## src/design/sync_processor_cfg.svh

```systemverilog
// offsets, field positions, reset values and timing counts of the sync processor
`ifndef SYNC_PROCESSOR_CFG_SVH
`define SYNC_PROCESSOR_CFG_SVH
`define ADDR_CONTROL_STATUS  12'h00c
`define ADDR_LINE_COUNT      12'h010
`define ADDR_FRAME_COUNT     12'h014
`define ADDR_IRQ_CONTROL     12'h018
`define CS_RESET             8'h00
`define BIT_FRAME_POL        7
`define BIT_LINE_POL         6
`define BIT_FRAME_DET        5
`define BIT_LINE_DET         4
`define BIT_OUT_SEL          3
`define BIT_INS_INHIBIT      2
`define BIT_RATE_SEL         1
`define BIT_SRC_SEL          0
`define BUS_NS               500
`define CLK_NS               100
// a time in bus cycles becomes system clock cycles
`define BUS_TO_CLK(n)        ((n) * `BUS_NS / `CLK_NS)
`define FRAME_LOW_LIMIT      1024
`define LONG_PULSE           16
`define POL_COUNT            8
`define FRAME_WIDTH_MAX      960
`define FRAME_PERIOD_MAX     131000
`define LINE_WIDTH_MAX       16
`define LINE_PERIOD_MIN      18
`define LINE_PERIOD_MAX      256
`define PSEUDO_FRAME         31488
`define PSEUDO_LINE_SLOW     41
`define PSEUDO_LINE_FAST     32
`define WIDEN_NS             9500
`define WIDEN_CYCLES         ((`WIDEN_NS + `CLK_NS - 1) / `CLK_NS)
`define FRAME_DIV            16
`endif

```

## src/design/sync_processor_pkg.sv

```systemverilog
// types shared by the sync processor
package sync_processor_pkg;
  typedef struct packed {
    logic frame_polarity_flag;
    logic line_polarity_flag;
    logic frame_detect_flag;
    logic line_detect_flag;
    logic output_source_select;
    logic insertion_inhibit;
    logic pseudo_rate_select;
    logic input_source_select;
  } control_status_t;
  typedef struct packed {
    logic line;
    logic frame;
  } sync_pair_t;
  typedef enum logic [1:0] {SEP_PASS, SEP_ARMED, SEP_VERT} sep_state_t;
endpackage

```

## src/design/sync_processor.sv

```systemverilog
// sync signal processor: polarity, detection, separation, pseudo syncs, counters
`timescale 1ns/10ps
`default_nettype none
`include "sync_processor_cfg.svh"

module sync_processor
  import sync_processor_pkg::*;
#(
  parameter int unsigned FRAME_PERIOD_CYCLES = `BUS_TO_CLK(`FRAME_PERIOD_MAX),
  parameter int unsigned PSEUDO_FRAME_CYCLES = `BUS_TO_CLK(`PSEUDO_FRAME)
) (
  input  wire logic        clk_sys,
  input  wire logic        resetn,
  input  wire logic [11:0] paddr,
  input  wire logic        psel,
  input  wire logic        penable,
  input  wire logic        pwrite,
  input  wire logic [31:0] pwdata,
  output logic [31:0]      prdata,
  output logic             pready,
  output logic             pslverr,
  input  wire logic        line_sync_in,
  input  wire logic        frame_sync_in,
  input  wire logic        cpu_irq_mask,
  input  wire logic        vector_fetch,
  output logic             frame_irq,
  output logic             line_sync_out,
  output logic             frame_sync_out
);
  localparam int unsigned BUS_DIV = `BUS_NS / `CLK_NS;
  localparam int unsigned CW = 20;
  localparam logic [CW-1:0] FRAME_LOW   = CW'(`BUS_TO_CLK(`FRAME_LOW_LIMIT));
  localparam logic [CW-1:0] LONG_P      = CW'(`BUS_TO_CLK(`LONG_PULSE));
  localparam logic [CW-1:0] FW_MAX      = CW'(`BUS_TO_CLK(`FRAME_WIDTH_MAX));
  localparam logic [CW-1:0] FP_MAX      = CW'(FRAME_PERIOD_CYCLES);
  localparam logic [CW-1:0] LW_MAX      = CW'(`BUS_TO_CLK(`LINE_WIDTH_MAX));
  localparam logic [CW-1:0] LP_MIN      = CW'(`BUS_TO_CLK(`LINE_PERIOD_MIN));
  localparam logic [CW-1:0] LP_MAX      = CW'(`BUS_TO_CLK(`LINE_PERIOD_MAX));
  localparam logic [CW-1:0] PF_PER      = CW'(PSEUDO_FRAME_CYCLES);
  localparam logic [CW-1:0] PL_SLOW     = CW'(`BUS_TO_CLK(`PSEUDO_LINE_SLOW));
  localparam logic [CW-1:0] PL_FAST     = CW'(`BUS_TO_CLK(`PSEUDO_LINE_FAST));
  localparam logic [CW-1:0] WIDEN       = CW'(`WIDEN_CYCLES);
  localparam logic [CW-1:0] PSEUDO_LOW  = CW'(BUS_DIV);

  // ----------------------------------------------------------------
  // reset release
  // ----------------------------------------------------------------
  logic rst_q1, rst_n;
  always_ff @(posedge clk_sys or negedge resetn) begin
    if (!resetn) begin
      rst_q1 <= 1'b0;
      rst_n  <= 1'b0;
    end else begin
      rst_q1 <= 1'b1;
      rst_n  <= rst_q1;
    end
  end

  // ----------------------------------------------------------------
  // glitch filter: level accepted after one bus period stable
  // ----------------------------------------------------------------
  sync_pair_t raw, filt;
  logic [3:0] hf_cnt, vf_cnt;
  assign raw.line  = line_sync_in;
  assign raw.frame = frame_sync_in;
  always_ff @(posedge clk_sys or negedge rst_n) begin
    if (!rst_n) begin
      filt   <= '{line: 1'b1, frame: 1'b1};
      hf_cnt <= 4'h0;
      vf_cnt <= 4'h0;
    end else begin
      if (raw.line == filt.line) hf_cnt <= 4'h0;
      else if (hf_cnt == 4'(BUS_DIV - 1)) begin
        filt.line <= raw.line;
        hf_cnt    <= 4'h0;
      end else hf_cnt <= hf_cnt + 4'h1;
      if (raw.frame == filt.frame) vf_cnt <= 4'h0;
      else if (vf_cnt == 4'(BUS_DIV - 1)) begin
        filt.frame <= raw.frame;
        vf_cnt     <= 4'h0;
      end else vf_cnt <= vf_cnt + 4'h1;
    end
  end

  // ----------------------------------------------------------------
  // polarity correction
  // ----------------------------------------------------------------
  control_status_t cs;
  logic frame_polarity_flag, line_polarity_flag, frame_detect_flag, line_detect_flag;
  logic output_source_select, insertion_inhibit, pseudo_rate_select, input_source_select;
  logic            h_prev, v_prev, h_edge, v_edge;
  logic [CW-1:0]   h_run, v_run;
  logic [3:0]      low_long_cnt, high_long_cnt;
  assign cs = {frame_polarity_flag, line_polarity_flag, frame_detect_flag, line_detect_flag,
               output_source_select, insertion_inhibit, pseudo_rate_select, input_source_select};
  assign h_edge = filt.line != h_prev;
  assign v_edge = filt.frame != v_prev;
  always_ff @(posedge clk_sys or negedge rst_n) begin
    if (!rst_n) begin
      h_prev <= 1'b1;
      v_prev <= 1'b1;
      h_run  <= '0;
      v_run  <= '0;
    end else begin
      h_prev <= filt.line;
      v_prev <= filt.frame;
      h_run  <= h_edge ? '0 : (&h_run ? h_run : h_run + 1'b1);
      v_run  <= v_edge ? '0 : (&v_run ? v_run : v_run + 1'b1);
    end
  end

  always_ff @(posedge clk_sys or negedge rst_n) begin
    if (!rst_n) begin
      frame_polarity_flag <= 1'b0;
      line_polarity_flag  <= 1'b0;
      low_long_cnt           <= 4'h0;
      high_long_cnt          <= 4'h0;
    end else begin
      if (!filt.frame && v_run > FRAME_LOW) frame_polarity_flag <= 1'b1;
      else if (v_edge && !v_prev && v_run <= FRAME_LOW) frame_polarity_flag <= 1'b0;
      if (h_edge && h_run > LONG_P) begin
        if (!h_prev) begin
          high_long_cnt <= 4'h0;
          low_long_cnt  <= (low_long_cnt == 4'(`POL_COUNT - 1)) ? 4'h0 : low_long_cnt + 4'h1;
          if (low_long_cnt == 4'(`POL_COUNT - 1)) line_polarity_flag <= 1'b1;
        end else begin
          low_long_cnt  <= 4'h0;
          high_long_cnt <= (high_long_cnt == 4'(`POL_COUNT - 1)) ? 4'h0 : high_long_cnt + 4'h1;
          if (high_long_cnt == 4'(`POL_COUNT - 1)) line_polarity_flag <= 1'b0;
        end
      end
    end
  end

  logic h_neg, v_neg, hp_neg;
  assign h_neg  = filt.line ^ cs.line_polarity_flag;
  assign v_neg  = filt.frame ^ cs.frame_polarity_flag;
  assign hp_neg = h_prev ^ cs.line_polarity_flag;

  // ----------------------------------------------------------------
  // composite separation
  // ----------------------------------------------------------------
  sep_state_t    sep;
  logic [11:0]   hpulse_cnt, hold_lines;
  logic [CW-1:0] lo_dur, hi_dur;
  logic          sep_v, sep_h, vert_mark;
  always_ff @(posedge clk_sys or negedge rst_n) begin
    if (!rst_n) begin
      lo_dur <= '0;
      hi_dur <= '0;
    end else begin
      lo_dur <= h_neg ? '0 : (&lo_dur ? lo_dur : lo_dur + 1'b1);
      hi_dur <= !h_neg ? '0 : (&hi_dur ? hi_dur : hi_dur + 1'b1);
    end
  end
  assign vert_mark = !h_neg && lo_dur == LONG_P;

  always_ff @(posedge clk_sys or negedge rst_n) begin
    if (!rst_n) begin
      hpulse_cnt <= 12'h000;
      hold_lines <= 12'h000;
    end else if (vert_mark) begin
      hold_lines <= hpulse_cnt;
      hpulse_cnt <= 12'h000;
    end else if (h_neg && !hp_neg && lo_dur <= LONG_P) begin
      hpulse_cnt <= hpulse_cnt + 12'h001;
    end
  end

  always_ff @(posedge clk_sys or negedge rst_n) begin
    if (!rst_n) begin
      sep   <= SEP_PASS;
      sep_v <= 1'b1;
    end else begin
      unique case (sep)
        SEP_PASS: if (hpulse_cnt == hold_lines && hold_lines != 12'h000) sep <= SEP_ARMED;
        SEP_ARMED: if (!h_neg && hp_neg) begin
          sep   <= SEP_VERT;
          sep_v <= 1'b0;
        end
        SEP_VERT: if (hi_dur > LONG_P) begin
          sep   <= SEP_PASS;
          sep_v <= 1'b1;
        end
      endcase
    end
  end

  logic [CW-1:0] line_per, emu_cnt;
  always_ff @(posedge clk_sys or negedge rst_n) begin
    if (!rst_n) begin
      line_per <= LP_MAX;
      emu_cnt  <= '0;
    end else begin
      if (h_neg && !hp_neg && h_run < LP_MAX && sep == SEP_PASS) line_per <= h_run + 1'b1;
      emu_cnt <= (emu_cnt >= line_per - 1'b1) ? '0 : emu_cnt + 1'b1;
    end
  end
  assign sep_h = (sep == SEP_PASS) ? h_neg : (emu_cnt >= LW_MAX / 2);

  // ----------------------------------------------------------------
  // reshaper: composite frame pulse widened
  // ----------------------------------------------------------------
  logic [CW-1:0] widen_cnt;
  logic          v_shaped;
  always_ff @(posedge clk_sys or negedge rst_n) begin
    if (!rst_n) widen_cnt <= '0;
    else if (!sep_v) widen_cnt <= WIDEN;
    else if (widen_cnt != '0) widen_cnt <= widen_cnt - 1'b1;
  end
  assign v_shaped = cs.input_source_select ? v_neg
                  : (sep_v && widen_cnt == '0);

  // ----------------------------------------------------------------
  // detection
  // ----------------------------------------------------------------
  logic [CW-1:0] v_per_cnt, h_per_cnt;
  logic          v_src, h_src, vs_prev;
  assign v_src = cs.input_source_select ? v_neg : sep_v;
  assign h_src = h_neg;
  always_ff @(posedge clk_sys or negedge rst_n) begin
    if (!rst_n) begin
      vs_prev              <= 1'b1;
      v_per_cnt            <= '0;
      h_per_cnt            <= '0;
      frame_detect_flag    <= 1'b0;
      line_detect_flag     <= 1'b0;
    end else begin
      vs_prev <= v_src;
      if (vs_prev && !v_src) begin
        frame_detect_flag <= v_per_cnt < FP_MAX;
        v_per_cnt         <= '0;
      end else begin
        v_per_cnt <= &v_per_cnt ? v_per_cnt : v_per_cnt + 1'b1;
        if (v_per_cnt >= FP_MAX) frame_detect_flag <= 1'b0;
        if (!v_src && v_run >= FW_MAX && cs.input_source_select)
          frame_detect_flag <= 1'b0;
      end
      if (hp_neg && !h_src) begin
        line_detect_flag <= h_per_cnt > LP_MIN && h_per_cnt < LP_MAX;
        h_per_cnt        <= '0;
      end else begin
        h_per_cnt <= &h_per_cnt ? h_per_cnt : h_per_cnt + 1'b1;
        if (h_per_cnt >= LP_MAX) line_detect_flag <= 1'b0;
        if (!h_src && lo_dur >= LW_MAX && cs.input_source_select)
          line_detect_flag <= 1'b0;
      end
    end
  end

  // ----------------------------------------------------------------
  // pseudo sync generator
  // ----------------------------------------------------------------
  logic [CW-1:0] pf_cnt, pl_cnt, pl_per;
  logic          pseudo_run;
  assign pseudo_run = !(cs.frame_detect_flag && cs.line_detect_flag);
  assign pl_per = cs.pseudo_rate_select ? PL_FAST : PL_SLOW;
  always_ff @(posedge clk_sys or negedge rst_n) begin
    if (!rst_n) begin
      pf_cnt <= '0;
      pl_cnt <= '0;
    end else if (pseudo_run || !cs.output_source_select) begin
      pf_cnt <= (pf_cnt >= PF_PER - 1'b1) ? '0 : pf_cnt + 1'b1;
      pl_cnt <= (pl_cnt >= pl_per - 1'b1) ? '0 : pl_cnt + 1'b1;
    end
  end

  // ----------------------------------------------------------------
  // output selection
  // ----------------------------------------------------------------
  logic h_proc, h_fin, v_fin;
  assign h_proc = (!v_shaped && cs.insertion_inhibit) ? 1'b1
                : (cs.input_source_select ? h_neg : sep_h);
  assign h_fin = (cs.output_source_select && cs.line_detect_flag)
               ? h_proc : (pl_cnt >= PSEUDO_LOW);
  assign v_fin = (cs.output_source_select && cs.frame_detect_flag)
               ? v_shaped : (pf_cnt >= PSEUDO_LOW);
  always_ff @(posedge clk_sys or negedge rst_n) begin
    if (!rst_n) begin
      line_sync_out  <= 1'b1;
      frame_sync_out <= 1'b1;
    end else begin
      line_sync_out  <= h_fin;
      frame_sync_out <= v_fin;
    end
  end

  // ----------------------------------------------------------------
  // line and frame clock counters
  // ----------------------------------------------------------------
  logic [6:0]  div16;
  logic [11:0] line_cnt, line_hold;
  logic [12:0] frame_cnt, frame_hold;
  logic        line_over, line_over_hold, v_lead;
  assign v_lead = vs_prev && !v_src;
  always_ff @(posedge clk_sys or negedge rst_n) begin
    if (!rst_n) begin
      div16          <= 7'h00;
      line_cnt       <= 12'h000;
      line_hold      <= 12'h000;
      line_over      <= 1'b0;
      line_over_hold <= 1'b0;
      frame_cnt      <= 13'h0000;
      frame_hold     <= 13'h0000;
    end else if (v_lead) begin
      line_hold      <= line_cnt;
      line_over_hold <= line_over;
      frame_hold     <= frame_cnt;
      line_cnt       <= 12'h000;
      line_over      <= 1'b0;
      frame_cnt      <= 13'h0000;
      div16          <= 7'h00;
    end else begin
      div16 <= (div16 == 7'(`BUS_TO_CLK(`FRAME_DIV) - 1)) ? 7'h00 : div16 + 7'h01;
      if (div16 == 7'h00 && !(&frame_cnt)) frame_cnt <= frame_cnt + 13'h0001;
      if (!hp_neg && h_src) begin
        if (&line_cnt) line_over <= 1'b1;
        line_cnt <= line_cnt + 12'h001;
      end
    end
  end

  // ----------------------------------------------------------------
  // interrupt latch
  // ----------------------------------------------------------------
  logic frame_irq_enable, irq_latch;
  always_ff @(posedge clk_sys or negedge rst_n) begin
    if (!rst_n) irq_latch <= 1'b0;
    else if (v_lead && frame_irq_enable) irq_latch <= 1'b1;
    else if (vector_fetch) irq_latch <= 1'b0;
  end
  assign frame_irq = irq_latch && !cpu_irq_mask;

  // ----------------------------------------------------------------
  // apb register file
  // ----------------------------------------------------------------
  logic wr, rd_hit;
  assign wr      = psel && penable && pwrite;
  assign pready  = 1'b1;
  assign rd_hit  = paddr == `ADDR_CONTROL_STATUS || paddr == `ADDR_LINE_COUNT
                || paddr == `ADDR_FRAME_COUNT || paddr == `ADDR_IRQ_CONTROL;
  assign pslverr = psel && penable && !rd_hit;
  always_ff @(posedge clk_sys or negedge rst_n) begin
    if (!rst_n) begin
      output_source_select <= 1'b0;
      insertion_inhibit    <= 1'b0;
      pseudo_rate_select   <= 1'b0;
      input_source_select  <= 1'b0;
      frame_irq_enable     <= 1'b0;
    end else begin
      if (wr && paddr == `ADDR_CONTROL_STATUS) begin
        output_source_select <= pwdata[`BIT_OUT_SEL]
                              && cs.frame_detect_flag && cs.line_detect_flag;
        insertion_inhibit    <= pwdata[`BIT_INS_INHIBIT];
        pseudo_rate_select   <= pwdata[`BIT_RATE_SEL];
        input_source_select  <= pwdata[`BIT_SRC_SEL];
      end
      if (!cs.frame_detect_flag || !cs.line_detect_flag)
        output_source_select <= 1'b0;
      if (wr && paddr == `ADDR_IRQ_CONTROL) frame_irq_enable <= pwdata[0];
    end
  end

  always_ff @(posedge clk_sys or negedge rst_n) begin
    if (!rst_n) prdata <= 32'h0000_0000;
    else if (psel && !penable && !pwrite) begin
      unique case (paddr)
        `ADDR_CONTROL_STATUS: prdata <= {24'h000000, cs};
        `ADDR_LINE_COUNT:     prdata <= {16'h0000, line_over_hold, 3'h0, line_hold};
        `ADDR_FRAME_COUNT:    prdata <= {19'h00000, frame_hold};
        `ADDR_IRQ_CONTROL:    prdata <= {24'h000000, irq_latch, 6'h00, frame_irq_enable};
        default:              prdata <= 32'h0000_0000;
      endcase
    end
  end
endmodule
`default_nettype wire

```

## config.mk

```make
export PLATFORM = sky130hd
export DESIGN_NAME = sync_processor
export DESIGN_NICKNAME = d
export VERILOG_FILES = /design/src/design/sync_processor_pkg.sv /design/src/design/sync_processor.sv
export VERILOG_INCLUDE_DIRS = /design/src /design/src/design
export SDC_FILE = /design/constraint.sdc
export NUM_CORES = 1
export LEC_CHECK = 0
export BUFFER_PORTS_ARGS = -buffer_cell sky130_fd_sc_hd__buf_2
export CAP_MARGIN = 20
export CORE_UTILIZATION = 55
export DETAILED_ROUTE_END_ITERATION = 8
export PLACE_DENSITY = 0.8
export SYNTH_ARGS = -nofsm -noshare
export SYNTH_HDL_FRONTEND = slang
export SYNTH_SLANG_ARGS = --single-unit
export TNS_END_PERCENT = 10
```

## constraint.sdc

```tcl
create_clock -name clk_sys -period 12.2 [get_ports clk_sys]
set_clock_uncertainty 0.05 [all_clocks]
set_input_delay 1.83 -clock clk_sys [delete_from_list [all_inputs] [get_ports clk_sys]]
set_output_delay 1.83 -clock clk_sys [all_outputs]
set_load 0.01 [all_outputs]
```

# == After elaboration in Yosys (flattened, before gate mapping) ==
# Index checks and enable logic that the tools add are counted.
# totals
regBits,373
latch_bits,0
mem_bits_rw,0
mem_bits_ro,0
in_bits,53
elab_cells,269
memories,0
# classes
n_addsub,20
mul,0
div,0
magnitude_cmp,19
n_eq_ne,28
shift,0
muxes,67
n_bitwise,5
reduce_logical,84
# ops
operator,n
$mux W20,17
$add A20 B1 Y20 const B,9
$reduce_and A20 Y1,6
$pmux W16 S4,1
$gt A20 B7 Y1 const B,3
$mux W12,4
$ge A20 B20 Y1,2
$ge A20 B3 Y1 const B,2
$lt A20 B11 Y1 const B,2
$sub A20 B1 Y20 const B,2
$eq A12 B5 Y1 const B,3
$logic_and A1 B1 Y1,34
$mux W4,8
$mux W1,27
$mux W13,2
$add A12 B1 Y12 const B,2
$mux W7,3
$eq A20 B7 Y1 const B,1
$ge A20 B11 Y1 const B,1
$ge A20 B13 Y1 const B,1
$ge A20 B18 Y1 const B,1
$ge A20 B20 Y1 const B,1
$ge A20 B6 Y1 const B,1
$ge A20 B7 Y1 const B,1
36 further kinds,89

# == Depth between registers and ports, before layout ==
# depth
word_depth,7
ltp_mapped,16
mapped_depth_nobuf,15

# == Least setup slack after synthesis ==
# No wires, ideal clock.
# synth_path
kind,input to output
startpoint,in paddr[7]
endpoint,out pslverr
t_arrival_ns,2.858
setup_slack_ns,7.462
cell_stages,3
n_path_buf,0
cell_sequence,or4_1 -> nor4_4 -> a21oi_1
# synth_between
elab_chain_cells,6
word_cells_on_any_way,9
classes_between,4 x eq/ne; 5 x reduce/logical
# synth_rtl
item,line_no,rtl
start: declaration,sync_processor.sv:14,"input wire logic [11:0] paddr,"
$eq A12 B4 Y1 or $eq A12 B5 Y1 (tied branches),n/a,
$logic_or A1 B1 Y1 (no line) (2 in series),n/a,
$logic_or A1 B1 Y1 (no line) (*),n/a,
$logic_not A1 Y1 (*),sync_processor.sv:342,assign pslverr = psel && penable && !rd_hit;
$logic_and A1 B1 Y1 (*),sync_processor.sv:342,
end: declaration,sync_processor.sv:21,"output logic pslverr,"
# Mark *: on every way between the ends. The rest lies on a longest branch, timed or not.

# == Worst setup path after layout ==
# Ends and elaborated chain as after synthesis.

==> metrics.csv <==
metric;value;unit
status;complete, no violations;
ranking of synthesized cells by area;dfrtp_1 46%, xor2_1 5.6%, nor2_1 5.3%;
GR Util met2;0.367;
HP Class;register to register;
H-tree Lvls;2;
DIE AREA;34600;sq um
Clock transition at path regs;60;ps
ANT nets after route;0;
DR WL/cell;15.3;um
CP Launch Type;input pin;
Die Width;186;um
CTS tree;done;
critical setup path kind;input pin to output port;
CP arrival;3310;ps
EDFF count, synth;0;
count of buffers from port buffering;42;
CTS root buf;clkbuf_16;
Rel. slew slack;0.373;
# setup viols final;0;
Routability Congestion;0.837;
global routing's busiest layer;met2;
final hold violation count;0;
Clock Path Buffers;3;
Synth cell types;81;
Post-Layout Inst Area;20500;sq um
CP endpoint;pslverr;
worst skew pair latency;530;ps
CTS sink count;355;
via count;13693;
Inserted Diodes;0;
largest net degree at the start of global routing;84;
Fmax;0.193;GHz
Mapped Cells;1900;
cell with the most instances after synthesis;dfrtp_1;
first-pass GRT wire length;63.0;mm
GRT overflow;0;
die height;186;um
Max Slew Vio Count;0;
Req. time, crit path;10320;ps
synth cell count leaders;345 x dfrtp_1, 264 x nor2_1, 140 x nand2_1;
crit path time final;5190;ps
number of antenna violations at the first check in global routing;0;
Max FO, Critical Path;5;
post_cts resized;0;
drt first pass iters;5;
Vias per Instance;5.68;
reg-to-reg startpoint;line_per[0];
share of synthesized area occupied by flip-flops and latches;0.477;
CTS Hold Bufs;0;
Initial Utilization;0.557;
layout cells sized above 1;0.105;
met3 GRT Util;0.0329;
ys async rst share;1.00;
total core area;33400;sq um
reg2reg end;emu_cnt[12];
Cell Pwr Density;163;nW/um^2
worst hold stages;0;
met1 Use GR;0.298;
Cell Area, Synth;18600;sq um
crit path capture type;output port;
max_cap viols;0;
ys flop type;dfrtp_1;
Layout area overhead;10.0;%
FF-to-FF path depth;15;
DP Area;19200;sq um
Fin Setup TNS;0;ps
CTS Buf Count;39;
vias in the first global route;13315;
Total GRT Usage;0.220;
final worst path period share;0.426;
DRC viols;0;
postcts setup bufs;0;
r2r setup slk;8520;ps
Iteration-0 DRC Markers;760;
post-synthesis area per instance;9.81;sq um
Yosys top cell by area;dfrtp_1;
Total Routed Length;36.9;mm
peak supply drop;0.109;mV
Yosys top cell area share;0.463;
Worst Setup SP;paddr[7];
# IOs;90;
Slew @ Worst Pin;940;ps
leakage;9.53;nW
DP Wirelength;25.0;mm
FP Rows;67;
yosys warns;0;
unrepaired setup endpoints after global routing;no;
number of synthesized register bits;355;
Final nets;2051;
## through the flow
stage / hold slack, ps / util / cells / power, mW / worst slack [ps]
after floorplan: 281 / - / 1918 / 1.99 / 1540
after global placement: 290 / 0.573 / 2341 / 2.13 / 7040
after detailed placement: 289 / 0.573 / 2341 / 2.18 / 7030
after CTS: 309 / 0.611 / 2410 / 3.37 / 7030
after global routing: 326 / 0.613 / 2412 / 3.54 / 6970
final: 305 / 0.613 / 2412 / 3.34 / 7010
## per-layer routing
| layer | wire [um] | up-vias | share of wire |
|---|---|---|---|
| li1 | - | 6627 | - |
| met1 | 17100 | 6773 | 0.46 |
| met2 | 17900 | 236 | 0.48 |
| met3 | 1290 | 57 | 0.035 |
| met4 | 664 | 0 | 0.018 |
| met5 | 0 | - | 0 |
## logic make-up after synthesis
logic type | share of synthesized area
compound gates | 0.0808
xor+xnor | 0.0973
fa+ha+maj | 0.0416
buf+inv | 0.0343
flops | 0.477
mux | 0.0424
other cells | 0.000403
simple gates | 0.226
## final cells by class
| type | instances | area [sq um] |
|---|---|---|
| fillers | 2641 | 12900 |
| multi-input cells | 1426 | 9180 |
| flip-flops and latches | 355 | 8900 |
| clock buffers | 57 | 1140 |
| well taps | 448 | 561 |
| repair buffers | 55 | 348 |
| inverters | 59 | 221 |
| clock inverters | 12 | 146 |
## how the worst min path moves through the flow
stage | startpoint | endpoint | slack [ps]
2_1_floorplan | rst_q1 | rst_n | 280
3_3_place_gp | rst_q1 | rst_n | 290
3_5_place_dp | rst_q1 | rst_n | 290
4_1_cts | rst_q1 | rst_n | 310
5_1_grt | rst_q1 | rst_n | 330
6_report | rst_q1 | rst_n | 310
## worst max-delay path, cell delays in order
cell and delay (ps):
buf_2 90, or4_1 570, nor4_4 530, a21oi_1 130
buf_2 170
## cells in the final DEF (no fill, tap or decap), drive strengths merged, types with 8 or more instances in the layout
| cell type | count |
|---|---|
| nor4 | 42 |
| xor2 | 120 |
| o21ai | 74 |
| nor2 | 265 |
| and2 | 33 |
| xnor2 | 87 |
| nand3b | 10 |
| clkinv | 8 |
| nor3 | 44 |
| nand2 | 140 |
| mux2 | 47 |
| and3 | 48 |
| dfrtp | 345 |
| dfstp | 10 |
| nor4b | 8 |
| and4 | 17 |
| nor2b | 30 |
| nand3 | 95 |
| ha | 62 |
| clkbuf | 57 |
| nand2b | 13 |
| mux2i | 26 |
| or4 | 9 |
| or3 | 10 |
| buf | 55 |
| a21o | 15 |
| a31oi | 22 |
| nand4 | 45 |
| a21oi | 58 |
| conb | 20 |
| inv | 60 |
| a211oi | 13 |
## report_power, final
group          internal (mW)  switching [mW]
combinational          0.275           0.414
sequential              1.31           0.161
clock                  0.713           0.467
(Power assumes the default switching activity.)
